$ cat config.mk
export PLATFORM = sky130hd
export DESIGN_NAME = pll_autocal_pd_config_regs
export DESIGN_NICKNAME = d
export VERILOG_FILES = /design/src/pkg/pll_cfg_pkg.sv /design/src/rtl/fsm_tick_gen.sv /design/src/rtl/pll_autocal_pd_config_regs.sv
export SDC_FILE = /design/constraint.sdc
export NUM_CORES = 1
export LEC_CHECK = 0
export BUFFER_PORTS_ARGS = -buffer_cell sky130_fd_sc_hd__buf_2
export CORE_MARGIN = 10
export CORE_UTILIZATION = 57
export CTS_BUF_LIST = sky130_fd_sc_hd__clkbuf_4 sky130_fd_sc_hd__clkbuf_8
export CTS_CLUSTER_DIAMETER = 30
export DETAILED_ROUTE_END_ITERATION = 16
export PLACE_DENSITY_LB_ADDON = 0.3
export SKIP_LAST_GASP = 1
export SLEW_MARGIN = 20
export SYNTH_ARGS = -nofsm -noshare
export SYNTH_HDL_FRONTEND = slang
export SYNTH_SLANG_ARGS = --single-unit
$ cat constraint.sdc
create_clock -name clock_i -period 3.7 [get_ports clock_i]
set_input_delay 0.74 -clock clock_i [delete_from_list [all_inputs] [get_ports clock_i]]
set_output_delay 0.74 -clock clock_i [all_outputs]
set_load 0.01 [all_outputs]
$ cat src/pkg/pll_cfg_pkg.sv
// Constants for the synthesizer calibration and detector configuration bank.
// Assumes one 125 MHz clock that stands in for the crystal reference.
package pll_cfg_pkg;
	// ----------------------------------------
	// Register map
	// ----------------------------------------
	localparam int ADDR_W = 6;
	localparam int DATA_W = 24;
	localparam logic [5:0] ADDR_TUNE = 6'h05;
	localparam logic [5:0] ADDR_VCO_CAL = 6'h0A;
	localparam logic [5:0] ADDR_PD_CTRL = 6'h0B;
	localparam logic [5:0] ADDR_EXACT = 6'h0C;
	localparam logic [23:0] RESET_VCO_CAL = 24'h002205;
	localparam logic [23:0] RESET_PD_CTRL = 24'h07C061;
	localparam logic [23:0] RESET_EXACT = 24'h000000;
	// ----------------------------------------
	// Calibration register fields
	// ----------------------------------------
	localparam int CAL_RES_LSB = 0;
	localparam int CAL_CURVE_LSB = 3;
	localparam int CAL_WAIT_LSB = 6;
	localparam int CAL_SAR_LSB = 8;
	localparam int CAL_FORCE_BIT = 10;
	localparam int CAL_BYPASS_BIT = 11;
	localparam int CAL_NO_TRIG_BIT = 12;
	localparam int CAL_CLKSEL_LSB = 13;
	localparam int CAL_FALL_BIT = 15;
	localparam int CAL_RDIV_BYP_BIT = 16;
	// ----------------------------------------
	// Detector and exact-frequency register fields
	// ----------------------------------------
	localparam int PD_DELAY_LSB = 0;
	localparam int PD_SHORT_BIT = 3;
	localparam int PD_INVERT_BIT = 4;
	localparam int DETECTOR_UP_OUTPUT_ENABLE_BIT = 5;
	localparam int DETECTOR_DOWN_OUTPUT_ENABLE_BIT = 6;
	localparam int PD_CSP_LSB = 7;
	localparam int PD_FORCE_UP_BIT = 9;
	localparam int PD_FORCE_DN_BIT = 10;
	localparam int PD_MID_RAIL_BIT = 11;
	localparam int PD_GATE_LSB = 17;
	localparam int EXACT_W = 14;
	localparam logic [13:0] EXACT_MIN_ON = 14'h0002;
	// ----------------------------------------
	// Timing
	// ----------------------------------------
	localparam logic [6:0] STARTUP_WAIT = 7'h64;
	localparam int REF_CLOCK_KHZ = 125000;
	localparam int FSM_CLOCK_MAX_KHZ = 50000;
	localparam logic [15:0] CSP_PS_1 = 16'h1518;
	localparam logic [15:0] CSP_PS_2 = 16'h3840;
	localparam logic [15:0] CSP_PS_3 = 16'h5E24;

	function automatic logic [8:0] measure_cycles(input logic [2:0] code);
		unique case (code)
			3'h0: measure_cycles = 9'h001;
			3'h1: measure_cycles = 9'h002;
			3'h2: measure_cycles = 9'h004;
			3'h3: measure_cycles = 9'h008;
			3'h4: measure_cycles = 9'h020;
			3'h5: measure_cycles = 9'h040;
			3'h6: measure_cycles = 9'h080;
			3'h7: measure_cycles = 9'h100;
		endcase
	endfunction : measure_cycles

	function automatic logic [5:0] fsm_divide(input logic [1:0] code);
		unique case (code)
			2'h0: fsm_divide = 6'h01;
			2'h1: fsm_divide = 6'h04;
			2'h2: fsm_divide = 6'h10;
			2'h3: fsm_divide = 6'h20;
		endcase
	endfunction : fsm_divide
endpackage : pll_cfg_pkg

$ cat src/rtl/fsm_tick_gen.sv
// Divides the reference into the calibration state machine tick.
// Assumes the select comes from a register on the same clock.
module fsm_tick_gen
	import pll_cfg_pkg::*;
(
	input wire logic clock_i,
	input wire logic rst_i,
	input wire logic [1:0] ratio_sel_i,
	output logic tick_o
);
	logic [5:0] count;

	// Ratio change takes effect on the next edge, mid-count; a shrinking ratio wraps at once
	always_ff @(posedge clock_i)
	begin
		if (rst_i)
		begin
			count <= 6'h00;
			tick_o <= 1'b0;
		end
		else if (count >= 6'(fsm_divide(ratio_sel_i) - 6'h01))
		begin
			count <= 6'h00;
			tick_o <= 1'b1;
		end
		else
		begin
			count <= 6'(count + 6'h01);
			tick_o <= 1'b0;
		end
	end
endmodule : fsm_tick_gen

$ cat src/rtl/pll_autocal_pd_config_regs.sv
// Calibration, phase detector and exact-frequency configuration registers,
// with the calibration wait/measure sequencer that they steer.
// Assumes a simple same-clock register port and same-clock calibration strobes.
//
// What this block does
// [RL1] Resolution code picks measurement length 1,2,4,8,32,64,128,256 cycles; reset 5.
// [RL2] Curve field: 0 off, 1..3 add curves, 4..7 subtract four..one.
// [RL3] Wait 100 FSM ticks at startup and after first n measurements.
// [RL4] Search step count is 8,7,6,5 for codes 0..3.
// [RL5] Force-curve uses tuning register value; bypass skips the search.
// [RL6] Writes to address 05h start a transfer unless bit 12 set.
// [RL7] FSM clock is reference over 1,4,16,32; keep it at most 50 MHz.
// [RL8] Bit 15 selects falling reference edge; needed before self test.
// [RL9] Bit 16 forces reference divider bypass.
// [RL10] Detector reset delay field, recommended and reset value 001.
// [RL11] Bit 3 ties detector inputs together, test only.
// [RL12] Bit 4 inverts detector polarity; clear is normal.
// [RL13] Bits 5 and 6 enable up and down outputs; both reset to one.
// [RL14] Cycle-slip code: off, 5.4 ns, 14.4 ns, 24.1 ns thresholds.
// [RL15] Bits 9,10,11 force pump up, down and mid rail.
// [RL16] Counter clock gating: off, below 128, below 1023, all on.
// [RL17] Channel count 0 or 1 disables exact mode; 2..16383 enables it.
// [RL18] Software writes reserved fields with their documented values.
// [RL19] Reset loads documented defaults; fields read back as written.
module pll_autocal_pd_config_regs
	import pll_cfg_pkg::*;
(
	input wire logic clock_i,
	input wire logic rst_i,
	input wire logic reg_write_i,
	input wire logic [5:0] reg_addr_i,
	input wire logic [23:0] reg_wdata_i,
	input wire logic cal_start_i,
	input wire logic rdiv_cycle_i,
	output logic [23:0] reg_rdata_o,
	output logic tune_transfer_o,
	output logic [8:0] meas_length_o,
	output logic signed [3:0] curve_offset_o,
	output logic [3:0] sar_steps_o,
	output logic force_curve_o,
	output logic tuning_bypass_o,
	output logic fsm_clock_fast_o,
	output logic fsm_falling_edge_o,
	output logic rdiv_bypass_o,
	output logic cal_waiting_o,
	output logic cal_measuring_o,
	output logic cal_done_o,
	output logic [2:0] detector_reset_delay_o,
	output logic detector_inputs_short_o,
	output logic detector_polarity_invert_o,
	output logic detector_up_output_enable_o,
	output logic detector_down_output_enable_o,
	output logic cycle_slip_guard_enable_o,
	output logic [15:0] cycle_slip_threshold_ps_o,
	output logic force_pump_up_o,
	output logic force_pump_down_o,
	output logic force_mid_rail_o,
	output logic [1:0] modulus_counter_clock_gate_o,
	output logic modulus_counter_on_o,
	output logic exact_frequency_enable_o,
	output logic [13:0] exact_frequency_channels_o
);
	typedef enum logic [1:0] {CAL_IDLE, CAL_START_WAIT, CAL_MEASURE, CAL_STEP_WAIT} cal_state_t;

	logic [23:0] vco_calibration_config;
	logic [23:0] phase_detector_control;
	logic [23:0] exact_frequency_channels;
	cal_state_t cal_state;
	logic [6:0] wait_count;
	logic [8:0] meas_count;
	logic [3:0] step_count;
	logic fsm_tick;
	logic [1:0] clk_sel;
	logic [1:0] wait_sel;

	assign clk_sel = vco_calibration_config[CAL_CLKSEL_LSB +: 2];
	assign wait_sel = vco_calibration_config[CAL_WAIT_LSB +: 2];

	// ----------------------------------------
	// Register file
	// ----------------------------------------
	always_ff @(posedge clock_i)
	begin
		if (rst_i)
		begin
			vco_calibration_config <= RESET_VCO_CAL; // RL19 RL1
			phase_detector_control <= RESET_PD_CTRL; // RL10 RL13
			exact_frequency_channels <= RESET_EXACT;
		end
		else if (reg_write_i)
		begin
			// All bits stored as written, reserved ones included
			unique case (reg_addr_i)
				ADDR_VCO_CAL: vco_calibration_config <= reg_wdata_i; // RL19
				ADDR_PD_CTRL: phase_detector_control <= reg_wdata_i; // RL19
				ADDR_EXACT: exact_frequency_channels <= reg_wdata_i; // RL19
				default: ;
			endcase
		end
	end

	// Read data follows the address by one cycle; unmapped reads zero
	always_ff @(posedge clock_i)
	begin
		if (rst_i)
			reg_rdata_o <= 24'h000000;
		else
		begin
			unique case (reg_addr_i)
				ADDR_VCO_CAL: reg_rdata_o <= vco_calibration_config; // RL19
				ADDR_PD_CTRL: reg_rdata_o <= phase_detector_control; // RL19
				ADDR_EXACT: reg_rdata_o <= exact_frequency_channels; // RL19
				default: reg_rdata_o <= 24'h000000;
			endcase
		end
	end

	// The tuning register itself lives elsewhere; only its write is watched
	always_ff @(posedge clock_i)
	begin
		if (rst_i)
			tune_transfer_o <= 1'b0;
		else
			tune_transfer_o <= reg_write_i && reg_addr_i == ADDR_TUNE
				&& !vco_calibration_config[CAL_NO_TRIG_BIT]; // RL6
	end

	// ----------------------------------------
	// Calibration controls
	// ----------------------------------------
	always_ff @(posedge clock_i)
	begin
		meas_length_o <= measure_cycles(vco_calibration_config[CAL_RES_LSB +: 3]); // RL1
		// Field is already two's complement: 4..7 mean -4..-1
		curve_offset_o <= signed'({vco_calibration_config[CAL_CURVE_LSB + 2],
			vco_calibration_config[CAL_CURVE_LSB +: 3]}); // RL2
		sar_steps_o <= 4'(4'h8 - {2'b00, vco_calibration_config[CAL_SAR_LSB +: 2]}); // RL4
		force_curve_o <= vco_calibration_config[CAL_FORCE_BIT]; // RL5
		tuning_bypass_o <= vco_calibration_config[CAL_BYPASS_BIT]; // RL5
		fsm_falling_edge_o <= vco_calibration_config[CAL_FALL_BIT]; // RL8
		rdiv_bypass_o <= vco_calibration_config[CAL_RDIV_BYP_BIT]; // RL9
		// Flags a select that runs the FSM clock above its limit
		fsm_clock_fast_o <= REF_CLOCK_KHZ > FSM_CLOCK_MAX_KHZ * int'(fsm_divide(clk_sel)); // RL7
	end

	fsm_tick_gen u_tick (
		.clock_i(clock_i),
		.rst_i(rst_i),
		.ratio_sel_i(clk_sel), // RL7
		.tick_o(fsm_tick)
	);

	// ----------------------------------------
	// Calibration sequencer
	// ----------------------------------------
	always_ff @(posedge clock_i)
	begin
		if (rst_i)
		begin
			cal_state <= CAL_IDLE;
			wait_count <= 7'h00;
			meas_count <= 9'h000;
			step_count <= 4'h0;
			cal_done_o <= 1'b0;
		end
		else
		begin
			cal_done_o <= 1'b0;
			unique case (cal_state)
				CAL_IDLE:
					if (cal_start_i)
					begin
						if (vco_calibration_config[CAL_BYPASS_BIT])
							cal_done_o <= 1'b1; // RL5
						else
						begin
							cal_state <= CAL_START_WAIT; // RL3
							wait_count <= 7'h00;
						end
					end
				CAL_START_WAIT, CAL_STEP_WAIT:
					if (fsm_tick)
					begin
						if (wait_count == 7'(STARTUP_WAIT - 7'h01))
						begin
							if (cal_state == CAL_START_WAIT)
								step_count <= 4'h0;
							cal_state <= CAL_MEASURE; // RL3
							meas_count <= 9'h000;
						end
						else
							wait_count <= 7'(wait_count + 7'h01);
					end
				CAL_MEASURE:
					if (rdiv_cycle_i)
					begin
						if (meas_count == 9'(meas_length_o - 9'h001))
						begin
							meas_count <= 9'h000;
							step_count <= 4'(step_count + 4'h1);
							if (4'(step_count + 4'h1) == sar_steps_o) // RL4
							begin
								cal_state <= CAL_IDLE;
								cal_done_o <= 1'b1;
							end
							else if (step_count < {2'b00, wait_sel})
							begin
								cal_state <= CAL_STEP_WAIT; // RL3
								wait_count <= 7'h00;
							end
						end
						else
							meas_count <= 9'(meas_count + 9'h001); // RL1
					end
			endcase
		end
	end

	always_ff @(posedge clock_i)
	begin
		if (rst_i)
		begin
			cal_waiting_o <= 1'b0;
			cal_measuring_o <= 1'b0;
		end
		else
		begin
			cal_waiting_o <= cal_state == CAL_START_WAIT || cal_state == CAL_STEP_WAIT;
			cal_measuring_o <= cal_state == CAL_MEASURE;
		end
	end

	// ----------------------------------------
	// Detector and exact-frequency controls
	// ----------------------------------------
	always_ff @(posedge clock_i)
	begin
		detector_reset_delay_o <= phase_detector_control[PD_DELAY_LSB +: 3]; // RL10
		detector_inputs_short_o <= phase_detector_control[PD_SHORT_BIT]; // RL11
		detector_polarity_invert_o <= phase_detector_control[PD_INVERT_BIT]; // RL12
		detector_up_output_enable_o <= phase_detector_control[DETECTOR_UP_OUTPUT_ENABLE_BIT]; // RL13
		detector_down_output_enable_o <= phase_detector_control[DETECTOR_DOWN_OUTPUT_ENABLE_BIT]; // RL13
		cycle_slip_guard_enable_o <= phase_detector_control[PD_CSP_LSB +: 2] != 2'h0; // RL14
		unique case (phase_detector_control[PD_CSP_LSB +: 2])
			2'h0: cycle_slip_threshold_ps_o <= 16'h0000;
			2'h1: cycle_slip_threshold_ps_o <= CSP_PS_1; // RL14
			2'h2: cycle_slip_threshold_ps_o <= CSP_PS_2; // RL14
			2'h3: cycle_slip_threshold_ps_o <= CSP_PS_3; // RL14
		endcase
		force_pump_up_o <= phase_detector_control[PD_FORCE_UP_BIT]; // RL15
		force_pump_down_o <= phase_detector_control[PD_FORCE_DN_BIT]; // RL15
		force_mid_rail_o <= phase_detector_control[PD_MID_RAIL_BIT]; // RL15
		modulus_counter_clock_gate_o <= phase_detector_control[PD_GATE_LSB +: 2]; // RL16
		modulus_counter_on_o <= phase_detector_control[PD_GATE_LSB +: 2] != 2'h0; // RL16
		exact_frequency_channels_o <= exact_frequency_channels[EXACT_W-1:0]; // RL17
		exact_frequency_enable_o <= exact_frequency_channels[EXACT_W-1:0] >= EXACT_MIN_ON; // RL17
	end

	// ----------------------------------------
	// Checks
	// ----------------------------------------
	meas_length_a: assert property (@(posedge clock_i) disable iff (rst_i) // RL1
		!$past(rst_i) |-> meas_length_o == measure_cycles($past(vco_calibration_config[2:0])))
		else $error("measurement length does not follow resolution code");

	curve_offset_a: assert property (@(posedge clock_i) disable iff (rst_i) // RL2
		!$past(rst_i) |-> curve_offset_o == signed'({$past(vco_calibration_config[5]),
			$past(vco_calibration_config[5:3])}))
		else $error("curve offset wrong");

	startup_wait_a: assert property (@(posedge clock_i) disable iff (rst_i) // RL3
		$fell(cal_waiting_o) |-> $past(wait_count, 2) == 7'h63)
		else $error("wait ended before 100 ticks");

	sar_steps_a: assert property (@(posedge clock_i) disable iff (rst_i) // RL4
		!$past(rst_i) |-> sar_steps_o == 4'(4'h8 - {2'b00, $past(vco_calibration_config[9:8])}))
		else $error("search step count wrong");

	bypass_done_a: assert property (@(posedge clock_i) disable iff (rst_i) // RL5
		cal_state == CAL_IDLE && cal_start_i && vco_calibration_config[11]
		|=> cal_done_o ##1 !cal_waiting_o && !cal_measuring_o)
		else $error("bypass did not skip the search");

	tune_trigger_a: assert property (@(posedge clock_i) disable iff (rst_i) // RL6
		reg_write_i && reg_addr_i == 6'h05 |=> tune_transfer_o == !$past(vco_calibration_config[12]))
		else $error("tuning transfer trigger wrong");

	up_enable_a: assert property (@(posedge clock_i) disable iff (rst_i) // RL13
		!$past(rst_i) |-> detector_up_output_enable_o == $past(phase_detector_control[5]))
		else $error("up output enable does not follow bit 5");

	slip_guard_a: assert property (@(posedge clock_i) disable iff (rst_i) // RL14
		cycle_slip_guard_enable_o |-> cycle_slip_threshold_ps_o != 16'h0000)
		else $error("cycle slip guard without threshold");

	exact_enable_a: assert property (@(posedge clock_i) disable iff (rst_i) // RL17
		!$past(rst_i) |-> exact_frequency_enable_o == ($past(exact_frequency_channels[13:0]) > 14'h0001))
		else $error("exact frequency enable wrong");

	readback_a: assert property (@(posedge clock_i) disable iff (rst_i) // RL19
		reg_write_i && reg_addr_i == 6'h0B ##1 reg_addr_i == 6'h0B && !reg_write_i
		|=> reg_rdata_o == $past(reg_wdata_i, 2))
		else $error("detector register read back differs from write");

	force_bypass_a: assert property (@(posedge clock_i) disable iff (rst_i) // RL5
		!$past(rst_i) |-> {tuning_bypass_o, force_curve_o}
			== $past(vco_calibration_config[11:10]))
		else $error("force curve or bypass does not follow its bit");

	// Reference clock is 125 MHz, so only the undivided select exceeds the limit
	clock_limit_a: assert property (@(posedge clock_i) disable iff (rst_i) // RL7
		!$past(rst_i) |-> fsm_clock_fast_o
			== ($past(vco_calibration_config[14:13]) == 2'h0))
		else $error("clock limit flag wrong for the selected divider");

	falling_edge_a: assert property (@(posedge clock_i) disable iff (rst_i) // RL8
		!$past(rst_i) |-> fsm_falling_edge_o == $past(vco_calibration_config[15]))
		else $error("falling edge select does not follow bit 15");

	rdiv_bypass_a: assert property (@(posedge clock_i) disable iff (rst_i) // RL9
		!$past(rst_i) |-> rdiv_bypass_o == $past(vco_calibration_config[16]))
		else $error("divider bypass does not follow bit 16");

	reset_delay_a: assert property (@(posedge clock_i) disable iff (rst_i) // RL10
		!$past(rst_i) |-> detector_reset_delay_o == $past(phase_detector_control[2:0]))
		else $error("detector reset delay does not follow its field");

	inputs_short_a: assert property (@(posedge clock_i) disable iff (rst_i) // RL11
		!$past(rst_i) |-> detector_inputs_short_o == $past(phase_detector_control[3]))
		else $error("input short does not follow bit 3");

	polarity_invert_a: assert property (@(posedge clock_i) disable iff (rst_i) // RL12
		!$past(rst_i) |-> detector_polarity_invert_o == $past(phase_detector_control[4]))
		else $error("polarity invert does not follow bit 4");

	down_enable_a: assert property (@(posedge clock_i) disable iff (rst_i) // RL13
		!$past(rst_i) |-> detector_down_output_enable_o == $past(phase_detector_control[6]))
		else $error("down output enable does not follow bit 6");

	slip_threshold_a: assert property (@(posedge clock_i) disable iff (rst_i) // RL14
		!$past(rst_i) && $past(phase_detector_control[8:7]) == 2'h2
		|-> cycle_slip_threshold_ps_o == 16'h3840 && cycle_slip_guard_enable_o)
		else $error("middle cycle slip threshold wrong");

	pump_force_a: assert property (@(posedge clock_i) disable iff (rst_i) // RL15
		!$past(rst_i) |-> {force_mid_rail_o, force_pump_down_o, force_pump_up_o}
			== $past(phase_detector_control[11:9]))
		else $error("pump force controls do not follow bits 9 to 11");

	counter_gate_a: assert property (@(posedge clock_i) disable iff (rst_i) // RL16
		!$past(rst_i) |-> modulus_counter_clock_gate_o == $past(phase_detector_control[18:17])
			&& modulus_counter_on_o == ($past(phase_detector_control[18:17]) != 2'h0))
		else $error("counter clock gating wrong");

	reset_defaults_a: assert property (@(posedge clock_i) disable iff (rst_i) // RL19
		$past(rst_i) |-> vco_calibration_config == RESET_VCO_CAL
			&& phase_detector_control == RESET_PD_CTRL
			&& exact_frequency_channels == RESET_EXACT)
		else $error("register defaults wrong after reset");
endmodule : pll_autocal_pd_config_regs

Yosys cells after proc, flatten, opt, wreduce, memory -nomap -nowiden
Memory sizes are Yosys's and may differ from the RTL's. A register that Yosys moved wholly into a read port is not among the register bits.
Index checks and enable logic that the tools add are counted.

storage, ports and cells
  register bits = 195
  memory bits (read-only) = 64
  input bits = 35
  memories kept = 1

cells by class
  $add $sub $neg = 7
  multipliers = 1
  $lt $le $gt $ge = 4
  equality and inequality tests = 27
  muxes and demuxes = 40
  reductions and logical operators = 19

memory list
  name              words  width  read ports  clocked after memory_dff  wr ports  RTL line           text
  (name not given)  8      8      1           1                         0         pll_cfg_pkg.sv:55  unique case (code)

operators by type and width
  cell                                                                    number
  24-bit case mux with 3 select lines                                     1
  16-bit case mux with 4 select lines                                     1
  7-bit 2-to-1 mux                                                        8
  9-bit 2-to-1 mux                                                        4
  6-bit case mux with 4 select lines                                      1
  17-bit by 22-bit > comparator with 1-bit output, first input constant   1
  7-bit case mux with 3 select lines                                      1
  4-bit 2-to-1 mux                                                        5
  6-bit by 4-bit equality test with 1-bit output, second input constant   3
  12-bit by 6-bit multiplier with 18-bit output, first input constant     1
  2-bit != test, second input constant                                    9
  9-bit case mux with 2 select lines                                      1
  2-bit 2-to-1 mux                                                        8
  14-bit by 2-bit >= comparator with 1-bit output, second input constant  1
  2-bit equality test, second input constant                              6
  9-bit by 1-bit adder with 9-bit output, second input constant           1
  9-bit equality test                                                     1
  9-bit by 1-bit subtractor with 9-bit output, second input constant      1
  4-bit case mux with 2 select lines                                      1
  8-bit AND reduction                                                     1
  7-bit by 1-bit adder with 7-bit output, second input constant           1
  7-bit equality test, second input constant                              1
  7-bit AND reduction                                                     1
  6-bit by 1-bit adder with 6-bit output, second input constant           1
  23 further kinds                                                        38

Longest topological paths before layout
Gate-level depths: netlist (run 1).

  depth after elaboration = 6
  depth in mapped cells = 9

Modules after synthesis
Synthesis (run 1) repeated with hierarchy kept, for this count alone.

second synthesis, totals
  cell total of the unflattened synthesis = 778
  area total of the unflattened synthesis = 7064.3 µm²

by module, submodules not included
  module                      instances  cells each  area each (µm²)  seq. area each (µm²)
  pll_autocal_pd_config_regs  1          733         6616.3           3523.4
  fsm_tick_gen                1          45          447.9            140.1

Worst setup path before layout (run 1)
Ideal clock, no wire load.

  path type = register to register
  start point = register meas_length_o[0]
  end point = register cal_state[0]
  library setup time = 123 ps
  arrival = 2616 ps
  path slack = 961 ps
  stages on the path, launching flop included = 10
  path buffers = 1
  cells stage by stage = dfxtp_1 inv_1 ha_1 or4b_4 xnor2_1 or4_1 a2111o_1 buf_6 a211oi_4 mux2_1

on the way
  word-level cells in the longest chain between the ends = 4

RTL lines
  what                                         RTL line                           text
  start: declaration                           pll_autocal_pd_config_regs.sv:37   output logic [8:0] meas_length_o,
  9-bit by 1-bit subtractor with 9-bit output  pll_autocal_pd_config_regs.sv:197  if (meas_count == 9'(meas_length_o - 9'h001))
  9-bit equality test                          pll_autocal_pd_config_regs.sv:197
  2-bit != test (no line)                      n/a
  7-bit AND reduction (no line)                n/a
  end signal: assignment                       pll_autocal_pd_config_regs.sv:188  cal_state <= CAL_MEASURE;
  end signal: assignment                       pll_autocal_pd_config_regs.sv:203  cal_state <= CAL_IDLE;
  end signal: assignment                       pll_autocal_pd_config_regs.sv:208  cal_state <= CAL_STEP_WAIT;
  end: declaration                             pll_autocal_pd_config_regs.sv:68   cal_state_t cal_state;

No other way between the ends.
A chain may end at the register's enable or synchronous reset.

Final worst setup path (run 1)
  start point = register meas_length_o[0]
  end point = register wait_count[4]

on the way
  word-level cells in the longest chain between the ends = 4

RTL lines
  what                                         RTL line                           text
  9-bit by 1-bit subtractor with 9-bit output  pll_autocal_pd_config_regs.sv:197
  9-bit equality test                          pll_autocal_pd_config_regs.sv:197
  2-bit != test (no line)                      n/a
  8-bit AND reduction (no line)                n/a
  end signal: assignment                       pll_autocal_pd_config_regs.sv:192  wait_count <= 7'(wait_count + 7'h01);
  end: declaration                             pll_autocal_pd_config_regs.sv:69   logic [6:0] wait_count;

No other way between the ends.

==> reports/summary.txt, run 1 <==
worst min path class -> reg2reg
Starting DRT DRC Count -> 543
Worst Tran Pin Value -> 0.994 ns
Internal -> 2.78 mW
ranking of synthesized cells by area -> dfxtp_1, nand2_1, a21oi_1
Setup Buffers After CTS -> 0
simple-gate share of the synthesized area -> 0.211
reg2reg end -> wait_count[4]
number of flops mapped to enable cells by yosys -> 0
top-area cell type share of the netlist area -> 0.536
Tot Pwr -> 3.71 mW
CTS Sinks -> 183
FP Rows -> 39
fillers -> 939
final hold viol count -> 0
setup violators final -> 0
CP cell instances -> inv_1, ha_1, or4b_4, xnor2_1, or4_1, a2111oi_0, a21oi_1, o221ai_1
# DRC -> 0
Worst path slowest cell -> a2111oi_0
fin crit period -> 3.13 ns
DR pass1 iterations -> 6
detailed-placement wirelength estimate -> 12.3 mm
CP required -> 4.07 ns
switching share of power -> 0.253
final worst path period share -> 0.845
via count -> 5806
RSZ-0062 raised after global routing -> no
gr ovfl total -> 0
WL/cell -> 17.3 um
R2R setup slack -> 0.57 ns
post-synthesis mux area share -> 0.0121
largest family of logic cells by synthesized area -> simple AND/OR/NAND/NOR gates
logic gate share of total power -> 0.099
CTS Root Cell -> clkbuf_8
R2R depth -> 8
Max transition margin -> 0.335
NetSw -> 0.940 mW
crit path DAT -> 3.50 ns
cts hold-fix bufs -> 0
Core ar. -> 11600 um2
Seq pwr share -> 0.552
PwrDens -> 474 nW/um2
Resize count post-CTS -> 0
run status -> finished, final reports clean
crit path kind -> reg2reg
Slew Viols, Final -> 0
CP delay by family, top -> compound AO/OA/AOI/OAI gates
hold worst-path end -> curve_offset_o[2]
Nets -> 900
CP bufs+invs -> 1
XOR/XNOR Fraction of Synth Area -> 0.0379
TritonCTS clock tree -> yes
share of post-route cells with drive strength above 1 -> 0.207
Leak -> 3.22 nW
Fin Setup TNS -> 0 ns
Die X -> 129 um
synth-to-layout area growth -> 14.7%
initial antenna violation count -> 0
worst-path fanout max -> 5
Fmax achieved -> 320 MHz
Avg Vias per Cell -> 5.78
Reg clk slew, reported paths -> 0.09 ns
max-cap check violation count -> 0
leading area contributor after synthesis -> dfxtp_1
Clock Latency Late Sink -> 0.45 ns
Hold Crit Depth -> 0
CP Capture Type -> flip-flop
flip-flop and latch count after synthesis -> 183
Inserted Clock Buffers -> 17
Critical Path Source Type -> flip-flop
reg2reg start -> meas_length_o[0]
Post-synth ARST share -> 0
main flop type after synthesis -> dfxtp_1
Routability Congestion -> 0.872
clk buf depth -> 2
Syn Inst Count -> 750
largest net degree at the start of global routing -> 46
mapped cell area -> 6830 um2
Antenna Nets Post-Route -> 0
count leader, synth -> dfxtp_1
GRT Total Usage -> 0.205
clk_skew -> 0.0122 ns
synth cell count leaders -> dfxtp_1, nand2_1, a21oi_1
synthesized area per cell -> 9.11 um2
slowest cell delay on critical path -> 0.76 ns
maximum vdd drop -> 0.299 mV
post-synthesis adder-cell area fraction -> 0.0293
Hold WS -> 0.372 ns
Initial Utilization -> 0.591
die extent in y -> 129 um
Clock Power Share -> 0.349
sequential fraction of the synthesis area -> 0.536
first-pass GRT wire length -> 27.6 mm
warnings from Yosys -> 0
Synth Area in Compound Gates -> 0.121
final core utilization -> 0.678
Routed WL -> 17.4 mm
number of global-route vias before repair -> 5562
antenna cells -> 0
die footprint -> 16800 um2
H-tree Lvls -> 4
hold path start -> vco_calibration_config[5]
IO Pins -> 130
port bufs -> 124
Synth cell types -> 54
## power groups by stage
stage	clock [mW]	sequential (mW)	combinational, mW
3_5_place_dp	0	2.10	0.362
2_1_floorplan	0	2.09	0.267
5_1_grt	1.40	2.06	0.410
6_report	1.30	2.05	0.369
3_3_place_gp	0	2.10	0.352
4_1_cts	1.32	2.05	0.365
## routing by layer
metal,up-vias,wire [um],GRT usage
met5,-,0,0
li1,2743,-,-
met4,0,266,0.0734
met3,19,1510,0.0591
met1,2767,7030,0.247
met2,277,8610,0.342
## worst register-to-register path, cell delays in order, from the launching register on
cell and delay, ns:
dfxtp_1 0.38, inv_1 0.08, ha_1 0.17, or4b_4 0.49
xnor2_1 0.15, or4_1 0.42, a2111oi_0 0.76, a21oi_1 0.32
o221ai_1 0.27
## cell usage in the layout, fill, tap and decap left out, types with 5 or more instances in the layout
| cell type | n |
|---|---|
| nand4_1 | 10 |
| xnor2_1 | 14 |
| a222oi_1 | 24 |
| nor2b_1 | 6 |
| and3_1 | 7 |
| a21oi_1 | 70 |
| buf_2 | 124 |
| nor3_1 | 14 |
| xor2_1 | 13 |
| buf_4 | 7 |
| nand3_1 | 22 |
| inv_1 | 24 |
| mux2i_1 | 6 |
| clkbuf_8 | 21 |
| nor2_1 | 43 |
| ha_1 | 16 |
| dfxtp_1 | 183 |
| conb_1 | 5 |
| nand2_1 | 165 |
| o221ai_1 | 5 |
| nand2b_1 | 6 |
## worst max-delay path by stage
stage	startpoint	end	slack (ns)	cells past startpoint
floorplan	meas_length_o[0]	cal_state[0]	0.96	9
global placement	meas_length_o[0]	wait_count[4]	0.81	8
detailed placement	meas_length_o[0]	wait_count[4]	0.63	8
CTS	meas_length_o[0]	wait_count[4]	0.61	8
global route	meas_length_o[0]	wait_count[6]	0.46	8
finish	meas_length_o[0]	wait_count[4]	0.57	8
## area by class of cell
type / count / area (um2) / area share
clock inverter: 8 / 85.1 / 0.0109
clock buffer: 23 / 304 / 0.0388
tap: 143 / 179 / 0.0228
inverter: 24 / 90.1 / 0.0115
multi-input combinational: 492 / 2840 / 0.363
sequential: 183 / 3660 / 0.468
timing repair buffer: 131 / 673 / 0.0859
## registers in the layout, summed over array words and instances, names as in the netlist, 6 cells and up
register                    flops
reg_rdata_o                    24
u_tick.count                    6
cycle_slip_threshold_ps_o       6
phase_detector_control         24
meas_count                      9
wait_count                      7
meas_length_o                   8
vco_calibration_config         24
exact_frequency_channels       24
exact_frequency_channels_o     14
## through the flow
step / instances / instance area, um2 / setup slack (ns)
final: 1004 / 7840 / 0.574
after global routing: 1004 / 7840 / 0.455
after CTS: 1004 / 7840 / 0.610
after detailed placement: 973 / 7450 / 0.634
after global placement: 973 / 7450 / 0.810
after floorplan: 754 / 6850 / 0.961
## cell families (layout without fill, tap and decap cells)
group,count (synthesis),in the layout
XOR/XNOR,28,28
multiplexers,8,8
adder cells (fa/ha/maj),16,16
AND/OR/NAND/NOR,313,313
flip-flops,183,183
other,1,5
buffers and inverters,79,186
AO/OA/AOI/OAI,122,122
(Power assumes the default switching activity.)
==> run 2: changes to the inputs <==
==> constraint.sdc (replaced) <==
create_clock -name clock_i -period 3.2 [get_ports clock_i]
set_input_delay 0.64 -clock clock_i [delete_from_list [all_inputs] [get_ports clock_i]]
set_output_delay 0.64 -clock clock_i [all_outputs]
set_load 0.01 [all_outputs]
==> reports/summary.txt, run 2 (synthesis gave the netlist of run 1 again) <==
worst setup path start -> meas_length_o[0]
Starting DRT DRC Count -> 677
switching share of power -> 0.255
commonest non-fill, non-tap cell in the layout -> dfxtp_1
Critical Path Source Type -> flip-flop
Routability Congestion -> 0.859
Worst Tran Pin Value -> 0.919 ns
CTS Root Cell -> clkbuf_8
NetSw -> 1.15 mW
Hold Crit Depth -> 0
gr ovfl total -> 0
most frequent cells in the layout -> dfxtp_1, nand2_1, buf_2
run status -> finished, final reports clean
H-tree Lvls -> 4
Tot Pwr -> 4.52 mW
R2R depth -> 8
WL/cell -> 17.5 um
antenna cells -> 0
Initial Utilization -> 0.591
slowest cell delay on critical path -> 0.49 ns
fillers -> 863
Nets -> 911
Slew Viols, Final -> 0
reg2reg end -> wait_count[4]
Setup Buffers After CTS -> 0
CP bufs+invs -> 1
hold path start -> phase_detector_control[3]
share of post-route cells with drive strength above 1 -> 0.218
final worst path period share -> 0.926
cts hold-fix bufs -> 0
FP Rows -> 39
first-pass GRT wire length -> 28.1 mm
synth-to-layout area growth -> 16.8%
RSZ-0062 raised after global routing -> no
maximum vdd drop -> 0.351 mV
Final Non-Filler Cells -> 1016
worst-path fanout max -> 8
PwrDens -> 567 nW/um2
Avg Vias per Cell -> 5.74
R2R setup slack -> 0.24 ns
Clock Latency Late Sink -> 0.46 ns
reg2reg start -> meas_length_o[0]
Clock Power Share -> 0.380
Resize count post-CTS -> 0
Fmax achieved -> 338 MHz
Inserted Clock Buffers -> 17
initial antenna violation count -> 0
clk_skew -> 0.0100 ns
crit path kind -> reg2reg
Internal -> 3.37 mW
via count -> 5831
Core ar. -> 11600 um2
DP Cell Count -> 984
hold worst-path end -> detector_inputs_short_o
detailed-placement wirelength estimate -> 12.5 mm
CP delay by family, top -> compound AO/OA/AOI/OAI gates
largest net degree at the start of global routing -> 38
setup violators final -> 0
Seq pwr share -> 0.524
CTS Sinks -> 183
number of global-route vias before repair -> 5777
Reg clk slew, reported paths -> 0.10 ns
final hold viol count -> 0
Routed WL -> 17.8 mm
fin crit period -> 2.96 ns
GRT Total Usage -> 0.208
logic gate share of total power -> 0.095
Fin Setup TNS -> 0 ns
Die X -> 129 um
CP Capture Type -> flip-flop
clk buf depth -> 2
TritonCTS clock tree -> yes
CP cell instances -> inv_1, ha_1, or4b_4, xnor2_1, or4_1, a2111o_1, o211ai_1, o221ai_1
worst min path class -> reg2reg
Worst path slowest cell -> or4b_4
max-cap check violation count -> 0
crit path DAT -> 3.29 ns
CP required -> 3.52 ns
die extent in y -> 129 um
Max transition margin -> 0.386
# DRC -> 0
Antenna Nets Post-Route -> 0
die footprint -> 16800 um2
IO Pins -> 130
Leak -> 3.30 nW
DR pass1 iterations -> 7
port bufs -> 124
-- run 2: cell types whose count changed in the layout (fill, tap and decap cells not counted), sizes merged --
cell	previous run	this run
clkbuf	23	17
buf	131	142
inv	28	30
bufinv	1	4
clkinv	1	3
-- run 2: metal layers --
layer / GRT usage / vias up / share of wire
li1: - / 2768 / -
met3: 0.0534 / 35 / 0.084
met5: 0 / - / 0
met4: 0.0959 / 0 / 0.023
met1: 0.241 / 2749 / 0.39
met2: 0.356 / 279 / 0.50
-- run 2: through the flow --
stage               utilization  setup WS (ns)  hold WS (ns)  cell area, um2
global placement          0.651          0.351         0.358            7530
finish                    0.690          0.238         0.373            7980
floorplan                     -          0.461         0.350            6850
CTS                       0.690          0.236         0.372            7980
detailed placement        0.651          0.252         0.360            7530
global route              0.690         0.0811         0.380            7980
-- run 2: area by class of cell --
cell class | instances | area, um2 | area share
Clock buffer | 17 | 234 | 0.0293
Clock inverter | 15 | 214 | 0.0268
Inverter | 24 | 90.1 | 0.0113
Multi-Input combinational cell | 492 | 2840 | 0.356
Sequential cell | 183 | 3660 | 0.459
Tap cell | 143 | 179 | 0.0224
Timing Repair Buffer | 142 | 756 | 0.0947
-- run 2: worst max-delay path by stage --
stage               slack (ns)            end  cells past startpoint
finish                    0.24  wait_count[4]                      8
CTS                       0.24   cal_state[0]                      8
detailed placement        0.25   cal_state[0]                      8
global placement          0.35   cal_state[0]                      8
global route              0.08  wait_count[3]                      8
floorplan                 0.46   cal_state[0]                      9
-- run 2: power groups by stage --
stage | Combinational [mW] | Sequential [mW] | Clock (mW)
2_1_floorplan | 0.308 | 2.42 | 0
3_3_place_gp | 0.412 | 2.42 | 0
3_5_place_dp | 0.426 | 2.42 | 0
4_1_cts | 0.430 | 2.37 | 1.73
5_1_grt | 0.483 | 2.38 | 1.82
6_report | 0.432 | 2.37 | 1.72
